## config.mk

```make
export PLATFORM = sky130hd
export DESIGN_NAME = hphe_engine
export DESIGN_NICKNAME = d
export VERILOG_FILES = /design/src/core/hphe_pkg.sv /design/src/core/hphe_engine.sv /design/src/core/hphe_fifo2.sv /design/src/core/hphe_timer.sv
export SDC_FILE = /design/constraint.sdc
export NUM_CORES = 2
export LEC_CHECK = 0
export BUFFER_PORTS_ARGS = -buffer_cell sky130_fd_sc_hd__buf_2
export CORE_MARGIN = 2
export CORE_UTILIZATION = 65
export CTS_BUF_LIST = sky130_fd_sc_hd__clkbuf_8
export CTS_CLUSTER_SIZE = 10
export DETAILED_ROUTE_END_ITERATION = 12
export PLACE_DENSITY = 0.82
export SETUP_SLACK_MARGIN = 0.4
export SYNTH_ARGS = -nofsm -noshare
export SYNTH_HDL_FRONTEND = slang
export SYNTH_SLANG_ARGS = --single-unit
```

## constraint.sdc

```tcl
create_clock -name CLK -period 3.4 [get_ports CLK]
set_clock_uncertainty 0.2 [all_clocks]
set_input_delay 0.68 -clock CLK [delete_from_list [all_inputs] [get_ports CLK]]
set_output_delay 0.68 -clock CLK [all_outputs]
set_load 0.02 [all_outputs]
```

## src/core/hphe_pkg.sv

```systemverilog
// What this block does
// - check address and checksum of each packet
// - foreign address: stay silent, clear, wait
// - bad checksum for us: send 15h
// - good packet for us: send 06h first
// - data request answered with data packet
// - other commands answered with status byte
// - host 06h after response: go idle
// - host 15h after response: resend, unlimited
// - no host reply counts as 06h
// - header: address bits 7..3, count 2..0
// - count 7 means extra length byte
// - last byte is XOR of all before
// - address 0: execute, never answer
`default_nettype none
package hphe_pkg;

  localparam int unsigned BYTE_W = 8;
  localparam int unsigned ADDR_W = 5;
  localparam int unsigned CNT_W = 3;
  localparam int unsigned MAX_DATA = 255;

  // header layout
  localparam int unsigned HDR_ADDR_LSB = 3;
  localparam logic [CNT_W-1:0] LONG_CNT = 3'h7;
  localparam logic [ADDR_W-1:0] BCAST_ADDR = 5'h00;

  localparam logic [BYTE_W-1:0] ACK_BYTE = 8'h06;
  localparam logic [BYTE_W-1:0] NAK_BYTE = 8'h15;
  localparam logic [BYTE_W-1:0] CSR_ACCEPTED = 8'h00;
  localparam logic [BYTE_W-1:0] RST_BYTE = 8'h00;

  // timing
  localparam int unsigned CLK_MHZ = 100;
  localparam int unsigned GAP_TIME_US = 1000;
  localparam int unsigned GAP_CYCLES = GAP_TIME_US * CLK_MHZ;
  localparam int unsigned REPLY_TIME_MS = 100;
  localparam int unsigned REPLY_CYCLES = REPLY_TIME_MS * 1000 * CLK_MHZ;

  typedef enum logic [4:0] {
    ST_RECV = 5'h01,
    ST_ACK = 5'h02,
    ST_EXEC = 5'h04,
    ST_SEND = 5'h08,
    ST_REPLY = 5'h10
  } hphe_state_t;

  typedef enum logic [4:0] {
    F_HDR = 5'h01,
    F_CMD = 5'h02,
    F_LEN = 5'h04,
    F_DATA = 5'h08,
    F_SUM = 5'h10
  } hphe_field_t;

  // three-bit header count for a data length
  function automatic logic [CNT_W-1:0] hdr_cnt(input logic [7:0] len);
    hdr_cnt = (len >= 8'h07) ? LONG_CNT : len[CNT_W-1:0];
  endfunction : hdr_cnt

  // field sequencing shared by receive and transmit
  function automatic hphe_field_t next_field(input hphe_field_t f,
                                            input logic [7:0] len,
                                            input logic [7:0] idx);
    next_field = F_HDR;
    unique case (f)
      F_HDR: next_field = F_CMD;
      F_CMD: begin
        if (len == {5'h00, LONG_CNT}) begin
          next_field = F_LEN;
        end else begin
          next_field = (len == 8'h00) ? F_SUM : F_DATA;
        end
      end
      F_LEN: next_field = (len == 8'h00) ? F_SUM : F_DATA;
      F_DATA: next_field = (idx == len - 8'h01) ? F_SUM : F_DATA;
      F_SUM: next_field = F_HDR;
      default: next_field = F_HDR;
    endcase
  endfunction : next_field

endpackage : hphe_pkg
`default_nettype wire

```

## src/core/hphe_engine.sv

```systemverilog
`timescale 1ns/10ps
`default_nettype none
module hphe_engine #(
  parameter int unsigned GAP_CYCLES = hphe_pkg::GAP_CYCLES,
  parameter int unsigned REPLY_CYCLES = hphe_pkg::REPLY_CYCLES,
  parameter int unsigned MAX_DATA = hphe_pkg::MAX_DATA
) (
  input wire logic CLK,
  input wire logic RST_N,
  input wire logic [hphe_pkg::ADDR_W-1:0] MY_ADDR,
  input wire logic RX_VALID,
  input wire logic [hphe_pkg::BYTE_W-1:0] RX_DATA,
  output logic RX_READY,
  output logic TX_VALID,
  output logic [hphe_pkg::BYTE_W-1:0] TX_DATA,
  input wire logic TX_READY,
  output logic CMD_VALID,
  output logic [hphe_pkg::BYTE_W-1:0] CMD_NUM,
  output logic [hphe_pkg::BYTE_W-1:0] CMD_LEN,
  output logic CMD_BCAST,
  input wire logic [hphe_pkg::BYTE_W-1:0] CMD_IDX,
  output logic [hphe_pkg::BYTE_W-1:0] CMD_RDATA,
  input wire logic RSP_VALID,
  output logic RSP_READY,
  input wire logic RSP_IS_DATA,
  input wire logic [hphe_pkg::BYTE_W-1:0] RSP_STATUS,
  input wire logic [hphe_pkg::BYTE_W-1:0] RSP_LEN,
  output logic [hphe_pkg::BYTE_W-1:0] RSP_IDX,
  input wire logic [hphe_pkg::BYTE_W-1:0] RSP_RDATA,
  output logic RSP_DONE
);
  import hphe_pkg::*;

  hphe_state_t state_ff;
  hphe_state_t nxt_state;
  hphe_field_t rx_field_ff;
  hphe_field_t nxt_rx_field;
  hphe_field_t tx_field_ff;
  hphe_field_t nxt_tx_field;

  logic [ADDR_W-1:0] rx_addr_ff;
  logic [7:0] rx_cmd_ff;
  logic [7:0] rx_len_ff;
  logic [7:0] rx_idx_ff;
  logic [7:0] rx_xor_ff;
  logic [7:0] rx_mem_ff [MAX_DATA];
  logic [7:0] cmd_rdata_ff;
  logic cmd_valid_ff;
  logic cmd_bcast_ff;
  logic ack_ok_ff;

  logic rsp_is_data_ff;
  logic [7:0] rsp_status_ff;
  logic [7:0] rsp_len_ff;
  logic [7:0] tx_idx_ff;
  logic [7:0] tx_xor_ff;
  logic [7:0] tx_byte;
  logic rsp_done_ff;

  logic rx_fire;
  logic reply_fire;
  logic reply_known;
  logic pkt_end;
  logic sum_ok;
  logic addr_me;
  logic addr_bcast;
  logic gap_run;
  logic gap_expired;
  logic reply_run;
  logic reply_expired;
  logic buf_in_valid;
  logic buf_in_ready;
  logic [7:0] buf_in_data;
  logic tx_push;
  logic enter_send;

  // ---------------------------------------------------------------
  // receive handshake
  // ---------------------------------------------------------------
  // fixed reply codes
  assign reply_known = (RX_DATA == ACK_BYTE) || (RX_DATA == NAK_BYTE);
  // an unknown byte during the reply wait is left in place so that the
  // receiver picks it up next cycle as the start of a new packet
  assign RX_READY = (state_ff == ST_RECV) ||
                    ((state_ff == ST_REPLY) && reply_known);
  assign rx_fire = RX_VALID && (state_ff == ST_RECV);
  assign reply_fire = RX_VALID && (state_ff == ST_REPLY) && reply_known;

  // ---------------------------------------------------------------
  // packet parsing
  // ---------------------------------------------------------------
  always_comb begin
    nxt_rx_field = F_HDR;
    unique case (rx_field_ff)
      F_HDR: nxt_rx_field = next_field(F_HDR, 8'h00, 8'h00);
      // long count selects a length byte
      F_CMD: nxt_rx_field = next_field(F_CMD, rx_len_ff, 8'h00);
      F_LEN: nxt_rx_field = next_field(F_LEN, RX_DATA, 8'h00);
      F_DATA: nxt_rx_field = next_field(F_DATA, rx_len_ff, rx_idx_ff);
      F_SUM: nxt_rx_field = F_HDR;
      default: nxt_rx_field = F_HDR;
    endcase
  end

  always_ff @(posedge CLK) begin
    if (!RST_N) begin
      rx_field_ff <= F_HDR;
    end else if (gap_expired || (state_ff != ST_RECV)) begin
      rx_field_ff <= F_HDR;
    end else if (rx_fire) begin
      rx_field_ff <= nxt_rx_field;
    end
  end

  always_ff @(posedge CLK) begin
    if (!RST_N) begin
      rx_addr_ff <= BCAST_ADDR;
      rx_cmd_ff <= RST_BYTE;
      rx_len_ff <= RST_BYTE;
      rx_idx_ff <= RST_BYTE;
    end else if (rx_fire) begin
      unique case (rx_field_ff)
        F_HDR: begin
          rx_addr_ff <= RX_DATA[7:HDR_ADDR_LSB];
          rx_len_ff <= {5'h00, RX_DATA[CNT_W-1:0]};
          rx_idx_ff <= RST_BYTE;
        end
        F_CMD: rx_cmd_ff <= RX_DATA;
        F_LEN: rx_len_ff <= RX_DATA;
        F_DATA: rx_idx_ff <= rx_idx_ff + 8'h01;
        F_SUM: rx_idx_ff <= rx_idx_ff;
        default: rx_idx_ff <= rx_idx_ff;
      endcase
    end
  end

  always_ff @(posedge CLK) begin
    if (!RST_N) begin
      rx_xor_ff <= RST_BYTE;
    end else if (rx_fire) begin
      rx_xor_ff <= (rx_field_ff == F_HDR) ? RX_DATA : (rx_xor_ff ^ RX_DATA);
    end
  end

  // data beyond the store is checked but not kept
  always_ff @(posedge CLK) begin
    if (rx_fire && (rx_field_ff == F_DATA) && (rx_idx_ff < 8'(MAX_DATA))) begin
      rx_mem_ff[rx_idx_ff] <= RX_DATA;
    end
  end

  always_ff @(posedge CLK) begin
    if (!RST_N) begin
      cmd_rdata_ff <= RST_BYTE;
    end else begin
      cmd_rdata_ff <= (CMD_IDX < 8'(MAX_DATA)) ? rx_mem_ff[CMD_IDX] : RST_BYTE;
    end
  end

  // ---------------------------------------------------------------
  // verify phase
  // ---------------------------------------------------------------
  // address and checksum test
  assign pkt_end = rx_fire && (rx_field_ff == F_SUM);
  assign sum_ok = ((rx_xor_ff ^ RX_DATA) == 8'h00);
  assign addr_bcast = (rx_addr_ff == BCAST_ADDR);
  assign addr_me = (rx_addr_ff == MY_ADDR) && !addr_bcast;

  always_ff @(posedge CLK) begin
    if (!RST_N) begin
      ack_ok_ff <= 1'b0;
    end else if (pkt_end) begin
      ack_ok_ff <= sum_ok;
    end
  end

  // ---------------------------------------------------------------
  // inter-byte gap timer
  // ---------------------------------------------------------------

  assign gap_run = (state_ff == ST_RECV) && (rx_field_ff != F_HDR) &&
                   !RX_VALID;

  hphe_timer #(
    .LIMIT(GAP_CYCLES)
  ) u_gap_timer (
    .clk(CLK),
    .rst_n(RST_N),
    .run(gap_run),
    .expired(gap_expired)
  );

  // ---------------------------------------------------------------
  // transaction sequencer
  // ---------------------------------------------------------------
  always_comb begin
    nxt_state = state_ff;
    unique case (state_ff)
      ST_RECV: begin
        if (pkt_end && addr_me) begin
          nxt_state = ST_ACK;
        end
      end
      ST_ACK: begin
        if (buf_in_ready) begin
          nxt_state = ack_ok_ff ? ST_EXEC : ST_RECV;
        end
      end
      ST_EXEC: begin
        if (RSP_VALID) begin
          nxt_state = ST_SEND;
        end
      end
      ST_SEND: begin
        if (tx_push && (tx_field_ff == F_SUM)) begin
          nxt_state = ST_REPLY;
        end
      end
      ST_REPLY: begin
        if (reply_fire) begin
          nxt_state = (RX_DATA == NAK_BYTE) ? ST_SEND : ST_RECV;
        end else if (reply_expired || RX_VALID) begin
          nxt_state = ST_RECV;
        end
      end
      default: nxt_state = ST_RECV;
    endcase
  end

  always_ff @(posedge CLK) begin
    if (!RST_N) begin
      state_ff <= ST_RECV;
    end else begin
      state_ff <= nxt_state;
    end
  end

  // an addressed command is released only after the ack byte is queued; a broadcast one right after its checksum byte
  always_ff @(posedge CLK) begin
    if (!RST_N) begin
      cmd_valid_ff <= 1'b0;
      cmd_bcast_ff <= 1'b0;
    end else begin
      cmd_valid_ff <= (pkt_end && addr_bcast && sum_ok) ||
                      ((state_ff == ST_ACK) && buf_in_ready && ack_ok_ff);
      if (pkt_end) begin
        cmd_bcast_ff <= addr_bcast;
      end
    end
  end

  assign RSP_READY = (state_ff == ST_EXEC);

  always_ff @(posedge CLK) begin
    if (!RST_N) begin
      rsp_is_data_ff <= 1'b0;
      rsp_status_ff <= CSR_ACCEPTED;
      rsp_len_ff <= RST_BYTE;
    end else if ((state_ff == ST_EXEC) && RSP_VALID) begin
      rsp_is_data_ff <= RSP_IS_DATA;
      rsp_status_ff <= RSP_STATUS;
      rsp_len_ff <= RSP_IS_DATA ? RSP_LEN : 8'h01;
    end
  end

  always_ff @(posedge CLK) begin
    if (!RST_N) begin
      rsp_done_ff <= 1'b0;
    end else begin
      rsp_done_ff <= (state_ff == ST_REPLY) && (nxt_state == ST_RECV);
    end
  end

  assign reply_run = (state_ff == ST_REPLY) && !TX_VALID && !RX_VALID;

  hphe_timer #(
    .LIMIT(REPLY_CYCLES)
  ) u_reply_timer (
    .clk(CLK),
    .rst_n(RST_N),
    .run(reply_run),
    .expired(reply_expired)
  );

  // ---------------------------------------------------------------
  // response framing
  // ---------------------------------------------------------------
  assign enter_send = (nxt_state == ST_SEND) && (state_ff != ST_SEND);
  assign tx_push = (state_ff == ST_SEND) && buf_in_ready;

  always_comb begin
    tx_byte = RST_BYTE;
    nxt_tx_field = F_HDR;
    unique case (tx_field_ff)
      F_HDR: begin
        tx_byte = {MY_ADDR, hdr_cnt(rsp_len_ff)};
        nxt_tx_field = F_CMD;
      end
      F_CMD: begin
        tx_byte = rx_cmd_ff;
        // long responses add a length byte
        nxt_tx_field = next_field(F_CMD, {5'h00, hdr_cnt(rsp_len_ff)}, 8'h00);
      end
      F_LEN: begin
        tx_byte = rsp_len_ff;
        nxt_tx_field = next_field(F_LEN, rsp_len_ff, 8'h00);
      end
      F_DATA: begin
        tx_byte = rsp_is_data_ff ? RSP_RDATA : rsp_status_ff;
        nxt_tx_field = next_field(F_DATA, rsp_len_ff, tx_idx_ff);
      end
      F_SUM: begin
        tx_byte = tx_xor_ff;
        nxt_tx_field = F_HDR;
      end
      default: begin
        tx_byte = RST_BYTE;
        nxt_tx_field = F_HDR;
      end
    endcase
  end

  always_ff @(posedge CLK) begin
    if (!RST_N) begin
      tx_field_ff <= F_HDR;
      tx_idx_ff <= RST_BYTE;
      tx_xor_ff <= RST_BYTE;
    end else if (enter_send) begin
      tx_field_ff <= F_HDR;
      tx_idx_ff <= RST_BYTE;
      tx_xor_ff <= RST_BYTE;
    end else if (tx_push) begin
      tx_field_ff <= nxt_tx_field;
      tx_xor_ff <= tx_xor_ff ^ tx_byte;
      if (tx_field_ff == F_DATA) begin
        tx_idx_ff <= tx_idx_ff + 8'h01;
      end
    end
  end

  // ---------------------------------------------------------------
  // output buffer
  // ---------------------------------------------------------------
  // the sequencer stalls on a full buffer, so no byte is lost
  assign buf_in_valid = (state_ff == ST_ACK) || (state_ff == ST_SEND);
  assign buf_in_data = (state_ff == ST_ACK) ?
                       (ack_ok_ff ? ACK_BYTE : NAK_BYTE) : tx_byte;

  hphe_fifo2 #(
    .WIDTH(BYTE_W),
    .DEPTH(2)
  ) u_tx_buf (
    .clk(CLK),
    .rst_n(RST_N),
    .in_valid(buf_in_valid),
    .in_ready(buf_in_ready),
    .in_data(buf_in_data),
    .out_valid(TX_VALID),
    .out_ready(TX_READY),
    .out_data(TX_DATA)
  );

  assign CMD_VALID = cmd_valid_ff;
  assign CMD_NUM = rx_cmd_ff;
  assign CMD_LEN = rx_len_ff;
  assign CMD_BCAST = cmd_bcast_ff;
  assign CMD_RDATA = cmd_rdata_ff;
  assign RSP_IDX = tx_idx_ff;
  assign RSP_DONE = rsp_done_ff;
endmodule : hphe_engine
`default_nettype wire

```

## src/core/hphe_fifo2.sv

```systemverilog
`timescale 1ns/10ps
`default_nettype none
module hphe_fifo2 #(
  parameter int unsigned WIDTH = 8,
  parameter int unsigned DEPTH = 2
) (
  input wire logic clk,
  input wire logic rst_n,
  input wire logic in_valid,
  output logic in_ready,
  input wire logic [WIDTH-1:0] in_data,
  output logic out_valid,
  input wire logic out_ready,
  output logic [WIDTH-1:0] out_data
);
  localparam int unsigned PW = (DEPTH > 1) ? $clog2(DEPTH) : 1;

  logic [WIDTH-1:0] mem_ff [DEPTH];
  logic [PW-1:0] wr_ff;
  logic [PW-1:0] rd_ff;
  logic [PW:0] cnt_ff;
  logic push;
  logic pop;

  assign in_ready = (cnt_ff != (PW+1)'(DEPTH));
  assign out_valid = (cnt_ff != '0);
  assign out_data = mem_ff[rd_ff];
  assign push = in_valid && in_ready;
  assign pop = out_valid && out_ready;

  function automatic logic [PW-1:0] wrap_inc(input logic [PW-1:0] p);
    wrap_inc = (p == PW'(DEPTH - 1)) ? '0 : p + 1'b1;
  endfunction : wrap_inc

  always_ff @(posedge clk) begin
    if (push) begin
      mem_ff[wr_ff] <= in_data;
    end
  end

  always_ff @(posedge clk) begin
    if (!rst_n) begin
      wr_ff <= '0;
      rd_ff <= '0;
      cnt_ff <= '0;
    end else begin
      if (push) begin
        wr_ff <= wrap_inc(wr_ff);
      end
      if (pop) begin
        rd_ff <= wrap_inc(rd_ff);
      end
      if (push && !pop) begin
        cnt_ff <= cnt_ff + 1'b1;
      end else if (pop && !push) begin
        cnt_ff <= cnt_ff - 1'b1;
      end
    end
  end
endmodule : hphe_fifo2
`default_nettype wire

```

## src/core/hphe_timer.sv

```systemverilog
`timescale 1ns/10ps
`default_nettype none
// one-cycle expiry pulse after LIMIT cycles of run; dropping run restarts
module hphe_timer #(
  parameter int unsigned LIMIT = 16,
  parameter int unsigned W = $clog2(LIMIT + 1)
) (
  input wire logic clk,
  input wire logic rst_n,
  input wire logic run,
  output logic expired
);
  logic [W-1:0] cnt_ff;

  always_ff @(posedge clk) begin
    if (!rst_n || !run) begin
      cnt_ff <= '0;
    end else if (cnt_ff != W'(LIMIT)) begin
      cnt_ff <= cnt_ff + 1'b1;
    end
  end

  assign expired = run && (cnt_ff == W'(LIMIT - 1));
endmodule : hphe_timer
`default_nettype wire

```

==> results_dict.tcl <==
set metrics [dict create \
    drtIter0Drc 8850 \
    status "finished clean" \
    portBuffers 96 \
    cts_buffer_depth 4 \
    cts_buffers 349 \
    fillCellCount 6745 \
    setup_violations 0 \
    syn-num-nets 4771 \
    start_util_pct 65.6 \
    crit_fanout 3 \
    arrival_ns 2.35 \
    hold_viol 0 \
    clkPwrFrac_pct 38.4 \
    netlist-cell-type-count 92 \
    holdCritPathClass "primary input to flop" \
    die_h_microns 371 \
    via_count 52500 \
    p_int_mw 41.2 \
    final_area_sq_um 101000 \
    avgSynthCellArea_sq_um 18.6 \
    power_density_nw_per_um2 527 \
    finalMaxSlewViolations 0 \
    path_class "primary input to output port" \
    end_kind "output port" \
    dieArea_sq_um 138000 \
    yosys_most_used_dff "edfxtp_1" \
    clk_latency_ns 1.05 \
    synth_edf_count 2056 \
    p_seq_share_pct 55.7 \
    reg2reg_setup_slack_ns 0.29 \
    switching_power_mw 12.0 \
    rsz0062_at_grt "true" \
    drtAntennaViolNets 0 \
    required_ns 2.52 \
    num_io_pins 97 \
    grt_pass1_vias 51900 \
    place_congestion 0.929 \
    placed_area_sq_um 94200 \
    fin_setup_tns_ns 0 \
    min_period_ns 3.23 \
    dp_hpwl_microns 150000 \
    drt_wl_total_microns 241000 \
    maxCapViolCount 0 \
    ir_worst_vdd_mv 0.490 \
    h-tree-depth 5 \
    fmax_mhz 310 \
    die_w_microns 371 \
    gr-total-overflow 0 \
    syn2layout_area_growth_pct 15.1 \
    tritoncts "done" \
    ys_ff_latch 2199 \
    syn_area_sq_um 87700 \
    dr.pass1.iters 9 \
    synth_cells 4705 \
    clkTransAtPathRegs_ns 0.06 \
    p_sw_share_pct 22.5 \
    grt_max_degree 196 \
    rows 134 \
    drcViolationCount 0 \
    synthArstFlopShare_pct 0 \
    wl_per_cell_microns 31.8 \
    antenna_found_initial 17 \
    grt_usage_pct 35.2 \
    relSlewSlack_pct 17.9 \
    power_leakage_nw 33.9 \
    seq_area_frac_synth_pct 73.6 \
    fin_crit_sh_pct 94.9 \
    drive_gt1_share_pct 28.9 \
    start_kind "primary input" \
    cts-root-buf "clkbuf_8" \
    grt_pass1_wl_microns 345000 \
    core_sq_um 134000 \
    num-nets-final 5632 \
    clkSinkCount 2199 \
    worst_pin_slew_ns 1.23 \
    yosys_warnings 0 \
    whs_ns 0.00340 \
    combPwrFrac_pct 5.8 \
    routed_via_density 6.94 \
]
## power groups by stage
stage	logic [mW]	clock network, mW	registers [mW]
floorplan	1.52	0	30.2
global placement	2.88	0	30.2
detailed placement	2.96	0	30.2
CTS	3.02	20.5	29.6
global route	3.19	21.7	29.6
finish	3.10	20.4	29.6
## cell families (layout without fill, tap and decap cells)
| group | after synthesis | after routing | synth area share (%) |
|---|---|---|---|
| xor+xnor | 88 | 88 | 0.879 |
| simple gates | 900 | 900 | 4.66 |
| other cells | 0 | 11 | 0 |
| flops | 2199 | 2199 | 73.6 |
| mux | 667 | 667 | 14.0 |
| compound gates | 538 | 538 | 4.35 |
| buf+inv | 298 | 1389 | 2.24 |
| fa+ha+maj | 15 | 15 | 0.214 |
## Yosys cell counts (24+ instances only)
master    number  area (sq um)
nor2_1       414          1550
xnor2_1       48           420
mux2_2        24           270
edfxtp_1    2056         61700
mux2i_1      201          2010
a221oi_1      33           289
nand3_1       77           385
nand2_1      182           683
nor3_1        38           190
a22oi_1       81           608
o21ai_0       68           340
dfxtp_1      143          2860
xor2_1        40           350
o22ai_1       37           231
buf_6         24           270
clkbuf_1     107           402
nor2b_1       58           363
buf_2         75           375
mux4_2       428          9640
a21oi_1       97           485
## through the flow
step                      power, mW  util (%)  worst slack, ns  std cells
final                          53.2      75.6            0.172       7575
after floorplan                31.7         -            0.574       4705
after global routing           54.5      75.5            0.132       7565
after global placement         33.1      70.5           -0.670       6929
after detailed placement       33.2      70.5           -0.678       6930
after CTS                      53.2      75.5            0.157       7563
## metal layers
metal | vias up | GRT usage [%] | part of all wire (%)
met5 | - | 0 | 0.058
met1 | 26100 | 46.4 | 33
met4 | 20 | 18.9 | 6.1
li1 | 20800 | - | -
met3 | 866 | 12.6 | 15
met2 | 4793 | 52.0 | 45
## layout make-up
class	count	area, sq um	share of cell area (%)
clock buffer	361	4970	4.92
inverter	25	96.3	0.0954
antenna	11	27.5	0.0273
clock inverter	220	1150	1.14
multi-input combinational	2208	21300	21.1
tap	1768	2210	2.19
sequential	2199	64600	64.0
timing repair buffer	783	6570	6.51
## cells in the final DEF, fill, tap and decap left out, types with 22 or more instances in the layout
cell           count
a221oi_1          33
buf_2             84
xnor2_1           48
mux2i_1          201
a211oi_1          22
nor2b_1           57
edfxtp_1        2056
clkinv_1          54
nand3_1           75
dfxtp_1          139
a22oi_1           81
inv_1            137
nand2_1          177
nor2_1           393
xor2_1            40
clkbuf_8         369
buf_12            57
o22ai_1           37
mux4_2           428
dlygate4sd3_1     45
mux2_2            24
a21oi_1           97
buf_4            584
clkinv_2          33
a21boi_0          22
nor3_1            36
o21ai_0           67
## what timing repair did
action                                  4_1_cts  5_1_grt
setup buffers                                 7        1
hold buffers                                 45        0
pin swaps                                     3        0
gates resized for setup                      23       26
endpoints found under the hold margin        62        0
endpoints found under the setup margin      135      477
## final timing paths
path	start	to	cells past startpoint
min	RX_DATA[3]	rx_mem_ff[16][3]	2
max	RX_DATA[7]	RX_READY	8
max reg2reg	state_ff[0]	rx_mem_ff[51][3]	9
min reg2reg	rsp_status_ff[5]	rsp_status_ff[5]	2
## state kept, by name, summed over array words and instances, names as in the netlist, 5 cells and up, named ones only
| register | count |
|---|---|
| rx_field_ff | 5 |
| u_gap_timer.cnt_ff | 17 |
| rx_mem_ff | 2040 |
| rx_idx_ff | 8 |
| CMD_LEN | 8 |
| u_tx_buf.mem_ff | 16 |
| rx_addr_ff | 5 |
| rsp_len_ff | 8 |
| rx_xor_ff | 8 |
| CMD_RDATA | 8 |
| state_ff | 5 |
| CMD_NUM | 8 |
| rsp_status_ff | 8 |
| tx_field_ff | 5 |
| RSP_IDX | 8 |
| u_reply_timer.cnt_ff | 24 |
| tx_xor_ff | 8 |
## worst max-delay path, stage by stage
cell      delay, ns
clkbuf_8       0.18
nor4_2         0.39
buf_2          0.29
buf_4          0.15
nand2_1        0.06
or2_4          0.28
o21ai_4        0.14
buf_6          0.14
No activity file was read; power rests on OpenSTA's default activity.
